## src/core/rst_seq_consts.svh

```systemverilog
/*
  Timing counts, counter and cause widths, and reset-cause bit positions for the reset sequencer.
  Assumes it is included by its bare name from files under core/ and tb/.
*/
`ifndef RST_SEQ_CONSTS_SVH
`define RST_SEQ_CONSTS_SVH
`define SELF_CLK_MHZ      100
`define DRIVE_LOW_CYCLES  34
`define SAMPLE_WAIT_CYCLES 38
`define CNT_W             6
`define CAUSE_W           4
`define CAUSE_POR         0
`define CAUSE_PIN         1
`define CAUSE_LVD         2
`define CAUSE_WDOG        3
`define BIT_CYCLES        16
`endif

```

## src/core/rst_seq_pkg.sv

```systemverilog
/*
  Types shared by the reset sequencer modules.
  Assumes the constants header is compiled alongside.
*/
package rst_seq_pkg;
  typedef enum logic [2:0] {
    ST_POR     = 3'b000,
    ST_DRIVE   = 3'b001,
    ST_WAIT    = 3'b011,
    ST_RUN     = 3'b010
  } seq_state_t;
endpackage

```

## src/core/sync_if.sv

```systemverilog
/*
  Interface carrying raw pin levels into the synchroniser and clean levels out.
  Assumes one clock domain.
*/
`timescale 1ns/1ps
`default_nettype none
interface sync_if;
  logic raw_rst_pin;
  logic raw_mode_pin;
  logic sync_rst_pin;
  logic sync_mode_pin;
  modport src (output raw_rst_pin, output raw_mode_pin, input sync_rst_pin, input sync_mode_pin);
  modport snk (input raw_rst_pin, input raw_mode_pin, output sync_rst_pin, output sync_mode_pin);
endinterface
`default_nettype wire

```

## src/core/pin_sync.sv

```systemverilog
/*
  Two-stage synchroniser for the reset pin and the debug/mode pin.
  Assumes core_clk is the self-clock.
*/
`timescale 1ns/1ps
`default_nettype none
module pin_sync (
  input wire logic core_clk,  // Self-clock
  input wire logic rst_n,     // Synchronous reset, active low
  sync_if.snk      sif        // Raw in, clean out
);
  logic [1:0] s1_reg, s1_next;
  logic [1:0] s2_reg, s2_next;

  // Stage one feeds only stage two
  always_comb begin
    s1_next = {sif.raw_mode_pin, sif.raw_rst_pin};
    s2_next = s1_reg;
  end

  // Pullups make idle high the safe reset value
  always_ff @(posedge core_clk) begin
    if (!rst_n) begin
      s1_reg <= 2'h3;
      s2_reg <= 2'h3;
    end else begin
      s1_reg <= s1_next;
      s2_reg <= s2_next;
    end
  end

  assign sif.sync_rst_pin  = s2_reg[0];
  assign sif.sync_mode_pin = s2_reg[1];
endmodule
`default_nettype wire

```

## src/core/reset_pin_and_mode_select.sv

```systemverilog
/*
  Reset pin sequencer, reset cause capture and mode select at reset release.
  Assumes core_clk is the internal self-clock; the two pin inputs are synchronised here, all other inputs are synchronous.
*/
`timescale 1ns/1ps
`default_nettype none
`include "rst_seq_consts.svh"
module reset_pin_and_mode_select
  import rst_seq_pkg::*;
(
  input  wire logic                core_clk,       // Self-clock, 100 MHz
  input  wire logic                rst_n,          // Power-on reset, active low
  input  wire logic                lvd_req,        // Low-voltage reset request
  input  wire logic                wdog_req,       // Watchdog reset request
  input  wire logic                reset_pin_in,   // Reset pin level
  output logic                     reset_pin_out,  // Reset pin drive value
  output logic                     reset_pin_oe_n, // Reset pin enable, low drives
  input  wire logic                debug_mode_pin_in, // Debug/mode pin level
  input  wire logic                port_bit_sel,   // Pin used as port bit
  input  wire logic                port_bit_val,   // Port bit output value
  input  wire logic                dbg_drive,      // Debug controller drives pin
  input  wire logic                dbg_val,        // Debug controller drive value
  output logic                     debug_mode_pin_out,  // Debug pin drive value
  output logic                     debug_mode_pin_oe_n, // Debug pin enable, low drives
  input  wire logic                stop_self_clk_sel,   // Software picks self-clock for stop
  output logic                     stop_clk_self,  // Stop recovery uses self-clock
  input  wire logic                irq_enable_set, // Software enables interrupt pin
  output logic                     irq_pin_enabled, // Interrupt input enabled
  output logic                     in_reset,       // Core held in reset
  output logic                     bkgd_mode,      // Active background mode
  output logic                     sample_mismatch, // Internal cause but pin read low
  output logic [`CAUSE_W-1:0]      reset_cause_register // Reset cause bits
);
  // Both pin inputs go through the synchroniser before any decision is taken
  sync_if sif();
  pin_sync u_sync (
    .core_clk (core_clk),
    .rst_n    (rst_n),
    .sif      (sif)
  );
  assign sif.raw_rst_pin  = reset_pin_in;
  assign sif.raw_mode_pin = debug_mode_pin_in;

  seq_state_t                st_reg, st_next;
  logic [`CNT_W-1:0]         cnt_reg, cnt_next;
  logic [`CAUSE_W-1:0]       cause_reg, cause_next;
  logic                      internal_reg, internal_next;
  logic                      drv_reg, drv_next;
  logic                      inrst_reg, inrst_next;
  logic                      bkgd_reg, bkgd_next;
  logic                      mism_reg, mism_next;
  logic                      irq_en_reg, irq_en_next;
  logic                      stopsel_reg, stopsel_next;
  logic                      dout_reg, dout_next;
  logic                      doe_n_reg, doe_n_next;

  // Counter end test, shared by the drive and the wait phase
  function automatic logic cnt_at_end(
    input logic [`CNT_W-1:0] cnt,   // Running count
    input logic [`CNT_W-1:0] last   // Last count of the phase
  );
    cnt_at_end = (cnt == last);
  endfunction

  // Cause vector of a new reset; with no internal request the pin did it
  function automatic logic [`CAUSE_W-1:0] cause_decode(
    input logic lvd,   // Low-voltage request
    input logic wdog   // Watchdog request
  );
    cause_decode              = '0;
    cause_decode[`CAUSE_LVD]  = lvd;
    cause_decode[`CAUSE_WDOG] = wdog;
    cause_decode[`CAUSE_PIN]  = ~(lvd | wdog);
  endfunction

  // Sequencer, cause capture and mode latch
  always_comb begin
    st_next       = st_reg;
    cnt_next      = cnt_reg;
    cause_next    = cause_reg;
    internal_next = internal_reg;
    drv_next      = drv_reg;
    inrst_next    = inrst_reg;
    bkgd_next     = bkgd_reg;
    mism_next     = mism_reg;
    // Software cannot run in reset, so an enable seen there is ignored
    irq_en_next   = irq_en_reg | (irq_enable_set & ~inrst_reg);
    stopsel_next  = stop_self_clk_sel;
    case (st_reg)
      ST_POR: begin
        st_next    = ST_DRIVE;
        cnt_next   = '0;
        drv_next   = 1'b1;
        inrst_next = 1'b1;
      end
      ST_DRIVE: begin
        if (cnt_at_end(cnt_reg, `CNT_W'(`DRIVE_LOW_CYCLES - 1))) begin
          st_next  = ST_WAIT;
          cnt_next = '0;
          drv_next = 1'b0;
        end else begin
          cnt_next = cnt_reg + `CNT_W'(1);
        end
      end
      ST_WAIT: begin
        // A low sample repeats the whole wait; an outside hold keeps the core in reset
        if (cnt_at_end(cnt_reg, `CNT_W'(`SAMPLE_WAIT_CYCLES - 1))) begin
          cnt_next = '0;
          if (sif.sync_rst_pin) begin
            st_next    = ST_RUN;
            inrst_next = 1'b0;
            bkgd_next  = ~sif.sync_mode_pin;
          end else if (internal_reg) begin
            mism_next  = 1'b1;
          end else begin
            cause_next = cause_reg | cause_decode(1'b0, 1'b0);
          end
        end else begin
          cnt_next = cnt_reg + `CNT_W'(1);
        end
      end
      ST_RUN: begin
        // Requests are taken only while running; during a sequence they are dropped
        if (lvd_req || wdog_req || !sif.sync_rst_pin) begin
          st_next       = ST_DRIVE;
          cnt_next      = '0;
          drv_next      = 1'b1;
          inrst_next    = 1'b1;
          mism_next     = 1'b0;
          irq_en_next   = 1'b0;
          internal_next = lvd_req | wdog_req;
          // New reset replaces the previous cause record
          cause_next    = cause_decode(lvd_req, wdog_req);
        end
      end
      default: begin
        st_next = ST_POR;
      end
    endcase
  end

  // Debug pin drive; released in reset so the host's mode level can be read
  always_comb begin
    // Port bit mode forbids input use; debug role only after reset
    if (inrst_reg) begin
      dout_next  = 1'b1;
      doe_n_next = 1'b1;
    end else if (port_bit_sel) begin
      dout_next  = port_bit_val;
      doe_n_next = 1'b0;
    end else begin
      dout_next  = dbg_val;
      doe_n_next = ~dbg_drive;
    end
  end

  // Pin drive registers; the pull-up level is the safe reset value
  always_ff @(posedge core_clk) begin
    if (!rst_n) begin
      dout_reg  <= 1'b1;
      doe_n_reg <= 1'b1;
    end else begin
      dout_reg  <= dout_next;
      doe_n_reg <= doe_n_next;
    end
  end

  // Registers; power-on cause set at reset, self-clock runs throughout
  always_ff @(posedge core_clk) begin
    if (!rst_n) begin
      st_reg       <= ST_POR;
      cnt_reg      <= '0;
      cause_reg    <= `CAUSE_W'(1) << `CAUSE_POR;
      internal_reg <= 1'b1;
      drv_reg      <= 1'b1;
      inrst_reg    <= 1'b1;
      bkgd_reg     <= 1'b0;
      mism_reg     <= 1'b0;
      irq_en_reg   <= 1'b0;
      stopsel_reg  <= 1'b0;
    end else begin
      st_reg       <= st_next;
      cnt_reg      <= cnt_next;
      cause_reg    <= cause_next;
      internal_reg <= internal_next;
      drv_reg      <= drv_next;
      inrst_reg    <= inrst_next;
      bkgd_reg     <= bkgd_next;
      mism_reg     <= mism_next;
      irq_en_reg   <= irq_en_next;
      stopsel_reg  <= stopsel_next;
    end
  end

  // Reset pin only ever pulls low
  assign reset_pin_out        = 1'b0;
  assign reset_pin_oe_n       = ~drv_reg;
  assign debug_mode_pin_out   = dout_reg;
  assign debug_mode_pin_oe_n  = doe_n_reg;
  assign stop_clk_self        = stopsel_reg;
  assign irq_pin_enabled      = irq_en_reg;
  assign in_reset             = inrst_reg;
  assign bkgd_mode            = bkgd_reg;
  assign sample_mismatch      = mism_reg;
  assign reset_cause_register = cause_reg;
endmodule
`default_nettype wire

```

## config.mk

```make
export PLATFORM = sky130hd
export DESIGN_NAME = reset_pin_and_mode_select
export DESIGN_NICKNAME = d
export VERILOG_FILES = /design/src/core/rst_seq_pkg.sv /design/src/core/sync_if.sv /design/src/core/pin_sync.sv /design/src/core/reset_pin_and_mode_select.sv
export VERILOG_INCLUDE_DIRS = /design/src /design/src/core
export SDC_FILE = /design/constraint.sdc
export NUM_CORES = 1
export LEC_CHECK = 0
export ABC_CLOCK_PERIOD_IN_PS = 2200
export BUFFER_PORTS_ARGS = -buffer_cell sky130_fd_sc_hd__buf_2
export CORE_MARGIN = 2
export CORE_UTILIZATION = 55
export CTS_CLUSTER_DIAMETER = 40
export DETAILED_ROUTE_END_ITERATION = 6
export GPL_ROUTABILITY_DRIVEN = 0
export PLACE_DENSITY = 0.81
export SLEW_MARGIN = 20
export SYNTH_ARGS = -nofsm -noshare
export SYNTH_HDL_FRONTEND = slang
export SYNTH_SLANG_ARGS = --single-unit
```

## constraint.sdc

```tcl
create_clock -name core_clk -period 2.2 [get_ports core_clk]
set_clock_uncertainty 0.05 [all_clocks]
set_input_delay 0.22 -clock core_clk [delete_from_list [all_inputs] [get_ports core_clk]]
set_output_delay 0.22 -clock core_clk [all_outputs]
set_load 0.02 [all_outputs]
```

==> run metrics, run 1 <==
I/O Pins 25; count leader, synth dfxtp_1; Post-synth EDFFs 0; Core Box Area 1780 µm²; Tmin final 1.76 ns; Final setup violation count 0; worst hold slack 0.0168 ns; total power 0.724 mW; CTS H-tree lvls 1; Synth area leader dfxtp_1; Seq pwr share 64.5%; total CTS buffers 3; Distinct cells, synth 35; Min-Delay Path Class input port to flop; Syn-to-layout area delta 13.7%; Worst setup SP type flop; Sink Count 25; share of power burned in the clock network 28.8%; Crit. End Element flop; Antenna diodes 0; Final ANT Viol Nets 0; total grt overflow 0; Clock Path Buffers 2; # rows 15; number of flip-flops under the largest register name 6; unrepaired setup endpoints after global routing false; register bit total from synthesis 25; final count of pins violating max slew 0; critical path data arrival time 1.94 ns; Final Cycle Share 80.0%; Synth async-reset ratio 0%; Die X 48.2 µm; Post-synth top cells dfxtp_1, o21ai_0, a21oi_1, nand2_1; post-synthesis sequential area ratio 46.6%; antenna violations before repair 0; Clk Latency, worst-skew pair 0.33 ns; switching share of power 24.2%; DR vias/cell 5.81; Comb pwr share 6.7%; kind of critical path flop to flop; clock slew at reported path FFs 0.13 ns; Final Hold Violating Endpoints 0; Syn Inst Count 121; Setup WS post-layout 0.440 ns; 1st-iter DRT viols 29; Die ar. 2320 µm²; Syn. warnings 0; cts hold-fix bufs 0; HPWL after DPL 1.60 mm; vias 971; # fillers 144; VDD IR-drop max 0.000476 V; DRC viols 0; gr usage total 22.0%; Synth area leaders dfxtp_1, o21ai_0, nand2b_1; vias in the first global route 827; max_cap viols 0; Root Buffer clkbuf_4; syn_nets 135; largest net degree at the start of global routing 16; setup bufs post-CTS 0; wire length of the first global-routing pass 3.48 mm; Setup WS pre-CTS 0.478 ns; Synth Flop Type dfxtp_1; Worst EP required 2.38 ns; P_leak 0.506 nW; Internal 0.549 mW; switching power total 0.175 mW; Post-layout nets 157; WL final 2.21 mm; IO Port Bufs 23; drt first pass iters 4; Initial Utilization 60.3%; per-cell routed wire length 13.2 µm; status finished, final reports clean; power per cell area 592 nW/µm²; layout cells sized above 1 21.8%; Fin Setup TNS 0 ns; Die Y 48.2 µm; Avg Cell Area, Syn 8.88 µm²; Synth top area share 46.6%; CTS tree yes; post-CTS resize count 0; Max FO, Critical Path 9; fmax 0.568 GHz; mapped cell area 1070 µm²
## critical path, stage by stage (launching register included)
cell and delay, ns:
dfxtp_1 0.42, ha_1 0.17, nand4bb_1 0.31, or3_1 0.43, o32a_1 0.29
## routing by layer
layer | vias to the layer above | global-route usage (%) | wire length, µm
met5 | - | 0 | 0
met4 | 0 | 11.9 | 52
met3 | 7 | 4.44 | 159
met2 | 46 | 36.6 | 1060
met1 | 446 | 26.4 | 937
li1 | 472 | - | -
## metrics by stage
step / cells / instance area, µm² / utilization (%)
2_1_floorplan: 121 / 1070 / -
3_3_place_gp: 163 / 1190 / 67.0
3_5_place_dp: 163 / 1190 / 67.0
4_1_cts: 167 / 1220 / 68.6
5_1_grt: 167 / 1220 / 68.6
6_report: 167 / 1220 / 68.6
## cell type report
type                            instances  area [µm²]  area share (%)
Clock buffer                            3        22.5            1.84
Clock inverter                          1        5.00           0.409
Multi-Input combinational cell         80         503            41.1
Tap cell                               25        31.3            2.56
Sequential cell                        25         500            40.9
Inverter                                8        30.0            2.46
Timing Repair Buffer                   25         130            10.6
## path summary, 6_finish.rpt
check        cells past startpoint             start  slack (ns)               end
max                              4        cnt_reg[0]        0.44           drv_reg
min                              2      reset_pin_in        0.02  u_sync.s1_reg[0]
max reg2reg                      4        cnt_reg[0]        0.44           drv_reg
min reg2reg                      1  u_sync.s1_reg[0]        0.38  u_sync.s2_reg[0]
## layout by cell type (no fill, tap or decap), drive strengths merged, types with 2 or more instances in the layout
cell	synthesis	final
nor3b	2	2
o211ai	3	3
or3	2	2
o32a	2	2
o22ai	3	3
nand2b	7	7
dfxtp	25	25
xor2	2	2
a21oi	8	8
nor2	3	3
nand4	5	5
clkinv	1	2
o21ai	13	13
ha	2	2
nand2	8	8
inv	7	7
nand3	5	5
clkbuf	1	3
and2	2	2
buf	7	25
## power groups by stage
stage	sequential, mW	clock, mW	combinational [mW]
6_report	0.467	0.208	0.0485
4_1_cts	0.467	0.215	0.0483
2_1_floorplan	0.475	0	0.0311
3_5_place_dp	0.477	0	0.0479
5_1_grt	0.469	0.226	0.0543
3_3_place_gp	0.477	0	0.0460
## cells by family after synthesis
family          after synthesis  share of synthesized area [%]
buf+inv                      16                           6.64
compound gates               34                           19.4
flops                        25                           46.6
mux                           1                          0.931
other cells                   1                          0.349
fa+ha+maj                     2                           2.33
simple gates                 40                           22.1
xor+xnor                      2                           1.63
No activity file was read; power rests on OpenSTA's default activity.
==> run 2, diff against run 1 <==
ABC_AREA = 1   (was unset)
ABC_CLOCK_PERIOD_IN_PS = 1550   (was 2200)
CORE_UTILIZATION = 47   (was 55)
PLACE_DENSITY = 0.73   (was 0.81)
clock period = 1.55 ns   (was 2.2 ns; I/O delays follow)
==> run 2 against run 1 <==
Against the previous run: sequential share of layout area fell by 4.8 points; non-clock buffer count grew 5; critical endpoint is now cnt_reg[1]; count of clock-buffer cells in the layout unchanged; largest cell class unchanged; hold slack gained 0.0076 ns; critical path depth rose by 7; sequential power up 52%; first-iteration DRC count decreased by 48%; cell count increased by 18%.
==> run metrics, run 2 <==
Post-DP Area 1280 µm² (+7.4%); status finished, final reports clean; Worst path depth 11 (+7); largest net degree at the start of global routing 16 (unchanged); Final Hold Violating Endpoints 0 (unchanged); delay of the slowest critical-path stage 0.42 ns (about the same); CTS tree yes; Fin Setup TNS 0 ns (unchanged); 1st-iter DRT viols 15 (-48%); Min-Delay Path Class input port to flop; wire length of the first global-routing pass 3.39 mm (-2.8%); DP Cell Count 186 (+14%); worst-path cell chain inv_1 > ha_1 > nand2_2 > clkinv_1 > nand3_4 > nand2_4 > nand2_4 > nand2_2 > o21ai_2 > nand2_1 > inv_1; post-route design area 1380 µm² (+13%); IO Port Bufs 23 (unchanged); Post-layout nets 184 (+17%); Avg Cell Area, Syn 8.37 µm² (-5.8%); Clk Latency, worst-skew pair 0.32 ns (about the same); Final ANT Viol Nets 0 (unchanged); layout cells sized above 1 32.5% (+11 points); Max FO, Critical Path 5 (-4); Final setup violation count 0 (unchanged); setup bufs post-CTS 0 (unchanged); critical path data arrival time 1.65 ns (-0.29 ns); Syn. warnings 0 (unchanged); Post-synth EDFFs 0 (unchanged); vias in the first global route 841 (+1.7%); vias 960 (-1.1%); post-synthesis sequential area ratio 43.7% (-2.9 points); delay-heaviest family, CP simple AND/OR/NAND/NOR gates; Bufs and invs on worst path 3 (+3); # fillers 207 (+44%); commonest non-fill, non-tap cell in the layout dfxtp_1; VDD IR-drop max 0.000695 V (+46%); Final Cycle Share 91.6% (+12 points); drt first pass iters 4 (unchanged); Core Box Area 2250 µm² (+26%); # rows 17 (+2); DR vias/cell 4.87 (-16%); Die ar. 2850 µm² (+23%); Synth area leader dfxtp_1; DRC viols 0 (unchanged); I/O Pins 25 (unchanged); Post-synth top cells dfxtp_1, nand2_1, nor2_1; gr usage total 16.4% (-5.5 points); unrepaired setup endpoints after global routing false; slowest library cell on the worst path dfxtp_1; P_leak 0.663 nW (+31%); count leader, synth dfxtp_1; Worst setup SP type flop; Synth area leaders dfxtp_1, nand2_1, nand2_4; Worst EP required 1.78 ns (-0.60 ns); syn_nets 151 (+12%); Die Y 53.4 µm (+11%); power per cell area 895 nW/µm² (+51%); clock slew at reported path FFs 0.14 ns (about the same); CTS H-tree lvls 1 (unchanged); Syn-to-layout area delta 20.7%; fmax 0.704 GHz (+24%); worst hold slack 0.0244 ns (+0.00763 ns); kind of critical path flop to flop; Tmin final 1.42 ns (-0.340 ns); max_cap viols 0 (unchanged); Syn Inst Count 137 (+13%); Final Non-Filler Cells 197 (+18%); Reg2Reg Depth 11 (+7); Die X 53.4 µm (+11%); total power 1.24 mW (+71%); per-cell routed wire length 10.6 µm (-19%); WL final 2.10 mm (-5.0%); Antenna diodes 0 (unchanged); commonest non-fill, non-tap cells in the layout dfxtp_1, nand2_1, buf_2, nor2_1, inv_1; Root Buffer clkbuf_4; Clock Path Buffers 2 (unchanged); Initial Utilization 50.8% (-9.4 points); number of flip-flops under the largest register name 6 (unchanged); register bit total from synthesis 25 (unchanged); mapped cell area 1150 µm² (+6.6%); HPWL after DPL 1.56 mm (-2.2%); final count of pins violating max slew 0 (unchanged); antenna violations before repair 0 (unchanged); Crit. End Element flop; total grt overflow 0 (unchanged); Distinct cells, synth 36 (+2.9%); Synth top area share 43.7% (-2.9 points); Sink Count 25 (unchanged); Hold Path Depth 2 (unchanged); total CTS buffers 3 (unchanged); Synth async-reset ratio 0% (unchanged); Synth Flop Type dfxtp_1
## run 2: changes by cell type in the layout (fill, tap and decap cells not counted), sizes merged, moves of 3 or more
cell,previous run,this run
nand2,8,32
o22ai,3,0
or2,0,4
nand2b,7,0
inv,7,16
nand4,5,1
o21ai,13,7
nor2,3,18
dlygate4sd3,0,7
## run 2: final timing paths
| path | from | end | slack, ns |
|---|---|---|---|
| setup / recovery | cnt_reg[1] | cnt_reg[1] | 0.13 |
| hold / removal | rst_n | reset_cause_register[0] | 0.02 |
| setup reg to reg | cnt_reg[1] | cnt_reg[1] | 0.13 |
| hold reg to reg | u_sync.s1_reg[0] | u_sync.s2_reg[0] | 0.38 |
## run 2: per-layer routing
layer	track usage (%)	up-vias	wire, µm
li1	-	499	-
met1	19.6	435	939
met2	28.4	22	1040
met3	2.54	4	92
met4	7.69	0	25
met5	0	-	0
## run 2: worst reg2reg max path, stage by stage (launching register included)
cell	delay, ns
dfxtp_1	0.42
inv_1	0.09
ha_1	0.21
nand2_2	0.07
clkinv_1	0.09
nand3_4	0.11
nand2_4	0.07
nand2_4	0.08
nand2_2	0.05
o21ai_2	0.04
nand2_1	0.06
inv_1	0.05
## run 2: cell families (layout without fill, tap and decap cells)
kind of cell	count (synthesis)	count (layout)	synth area share, %
AND/OR/NAND/NOR	64	64	32.5
flip-flops	25	25	43.7
AO/OA/AOI/OAI	23	23	13.0
buffers and inverters	21	53	7.53
adder cells (fa/ha/maj)	2	2	2.18
other	1	1	0.327
XOR/XNOR	1	1	0.764
## run 2: metrics by stage
stage                     util [%]  worst slack (ns)
after floorplan                  -             0.240
after global placement        56.9             0.194
after detailed placement      56.9             0.144
after CTS                     61.4             0.124
after global routing          61.4            0.0164
final                         61.4             0.130
## run 2: area by class of cell
cell class / instances / area, µm² / share of cell area, %
Clock buffer: 3 / 22.5 / 1.63
Clock inverter: 1 / 7.51 / 0.542
Inverter: 19 / 73.8 / 5.33
Multi-Input combinational cell: 91 / 559 / 40.4
Sequential cell: 25 / 500 / 36.2
Tap cell: 28 / 35.0 / 2.53
Timing Repair Buffer: 30 / 185 / 13.4
## run 2: repair_timing
action / 4_1_cts / 5_1_grt
gates resized for setup: 0 / 0
endpoints found under the hold margin: 5 / 0
hold buffers: 7 / 0
setup endpoints to repair: 0 / 0
## run 2: report_power, final
| part | total [mW] | internal, mW | switching [mW] |
|---|---|---|---|
| sequential | 0.711 | 0.681 | 0.0302 |
| combinational | 0.227 | 0.0902 | 0.137 |
| clock | 0.300 | 0.0986 | 0.201 |
| total | 1.24 | 0.869 | 0.369 |
==> run 3, diff against run 2 <==
ABC_CLOCK_PERIOD_IN_PS = 1230   (was 1550)
clock period = 1.23 ns   (was 1.55 ns; I/O delays follow)
==> run 3 against run 2 <==
Against the previous run: the flow now finishes with violations (negative setup slack); sequential power is 26% higher; hold slack got worse by 0.0064 ns; combinational power rose by 59%; cell count up 5.1%; wire length increased by 27%; critical path depth stayed put; first-iteration DRC count is 60% higher; flip-flop and latch count did not move; design area up 9.8%; highest routed layer unchanged; via count rose by 5.3%; core utilization increased by 6.0 points; critical endpoint unchanged.
==> run metrics, run 3 (synthesis gave the netlist of run 2 again) <==
status finished with violations; failing checks negative setup slack; Max FO, Critical Path 5 (unchanged); 1st-iter DRT viols 24 (+9); final count of pins violating max slew 0 (unchanged); Final Hold Violating Endpoints 0 (unchanged); Initial Utilization 50.8% (unchanged); Clock Path Buffers 2 (unchanged); total CTS buffers 3 (unchanged); unrepaired setup endpoints after global routing true; Tmin final 1.28 ns (-0.138 ns); critical path data arrival time 1.49 ns (-0.16 ns); DP Cell Count 192 (+3.2%); VDD IR-drop max 0.000719 V (+3.4%); Post-layout nets 194 (+5.4%); Worst EP required 1.43 ns (-0.35 ns); worst-path cell chain inv_2 > ha_4 > nand2_4 > inv_4 > nand3_4 > nand2_4 > nand2_4 > nand2_2 > o21ai_2 > nand2_1 > inv_1; Die ar. 2850 µm² (unchanged); largest net degree at the start of global routing 15 (-1); DRC viols 0 (unchanged); fin util 67.4% (+6.0 points); clock slew at reported path FFs 0.14 ns (about the same); Final setup violation count 6 (+6); drt first pass iters 4 (unchanged); CTS H-tree lvls 1 (unchanged); gr usage total 20.8% (+4.4 points); fmax 0.780 GHz (+11%); # rows 17 (unchanged); Crit. End Element flop; Core Box Area 2250 µm² (unchanged); WL final 2.66 mm (+27%); antenna violations before repair 0 (unchanged); max_cap viols 0 (unchanged); Final ANT Viol Nets 0 (unchanged); Final Non-Filler Cells 207 (+5.1%); power per cell area 1080 nW/µm² (+21%); HPWL after DPL 1.73 mm (+11%); Worst setup SP type flop; Die X 53.4 µm (unchanged); Syn-to-layout area delta 32.5%; DR vias/cell 4.88 (+0.22%); # fillers 194 (-6.3%); slowest library cell on the worst path dfxtp_2; vias 1011 (+5.3%); Antenna diodes 0 (unchanged); commonest non-fill, non-tap cell in the layout buf_2; commonest non-fill, non-tap cells in the layout buf_2, nand2_1, dfxtp_1, nor2_1, inv_1; IO Port Bufs 23 (unchanged); total grt overflow 0 (unchanged); delay of the slowest critical-path stage 0.35 ns (-0.07 ns); Root Buffer clkbuf_4; P_leak 0.744 nW (+12%); number of flip-flops under the largest register name 6 (unchanged); Clk Latency, worst-skew pair 0.33 ns (about the same); Die Y 53.4 µm (unchanged); layout cells sized above 1 43.6% (+11 points); kind of critical path flop to flop; CP most frequent cell nand2_4; Sink Count 25 (unchanged); Final Cycle Share 104% (+13 points); per-cell routed wire length 12.9 µm (+21%); I/O Pins 25 (unchanged); wire length of the first global-routing pass 4.13 mm (+22%); CTS tree yes; Setup WS post-layout -0.0518 ns (-0.182 ns); Min-Delay Path Class input port to flop; vias in the first global route 950 (+13%)
[run 3: cell types whose count changed in the layout (fill, tap and decap cells not counted), sizes merged]
cell and delta:
buf +10, clkinvlp -1, inv +1
[run 3: worst paths after layout]
kind | start | to | slack (ns) | cells past startpoint
worst max register to register | cnt_reg[1] | cnt_reg[1] | -0.05 | 11
worst min-delay path | irq_enable_set | irq_pin_enabled | 0.02 | 4
worst min register to register | u_sync.s1_reg[1] | u_sync.s2_reg[1] | 0.39 | 1
worst max-delay path | cnt_reg[1] | cnt_reg[1] | -0.05 | 11
[run 3: repair_timing]
action                                  CTS  global route
pin swaps                                 4            10
endpoints found under the hold margin     5             0
gates cloned                              0             0
gates resized for setup                   9             7
endpoints found under the setup margin   10            13
setup buffers                             2             2
hold buffers                              7             0
[run 3: through the flow]
step | power, mW | hold WS [ns] | setup slack [ns] | setup TNS [ns] | instance area [µm²]
final | 1.64 | 0.0181 | -0.0518 | -0.182 | 1520
after CTS | 1.62 | 0.0125 | -0.0366 | -0.159 | 1480
after detailed placement | 1.21 | 0.260 | -0.0795 | -0.453 | 1340
after floorplan | 1.11 | 0.142 | -0.0211 | -0.0211 | 1150
after global routing | 1.73 | 0.0197 | -0.139 | -1.07 | 1520
after global placement | 1.20 | 0.253 | -0.00455 | -0.00455 | 1340
[run 3: final cells by class]
class / count / area (µm²) / share of cell area, %
clock buffer: 3 / 22.5 / 1.48
clock inverter: 1 / 5.00 / 0.329
inverter: 19 / 76.3 / 5.02
multi-input combinational: 91 / 609 / 40.1
sequential: 25 / 507 / 33.4
tap: 28 / 35.0 / 2.31
timing repair buffer: 40 / 264 / 17.4
[run 3: report_power, final]
group          switching [mW]  internal [mW]
registers              0.0367          0.861
clock network           0.259          0.123
logic                   0.210          0.150
total                   0.506           1.13
[run 3: routing by layer]
layer	global-route usage, %	vias up	routed length, µm
li1	-	517	-
met1	23.2	466	1150
met2	36.8	23	1370
met3	3.67	5	86
met4	11.5	0	64
met5	0	-	0
[run 3: worst max-delay path: cells and delay by family, from the launching register on]
kind	cells	cell delay [ns]
DFF	1	0.35
AOI/OAI and AO/OA	1	0.05
buffers and inverters	3	0.17
and+or+nand+nor	6	0.44
adders and majority gates	1	0.15
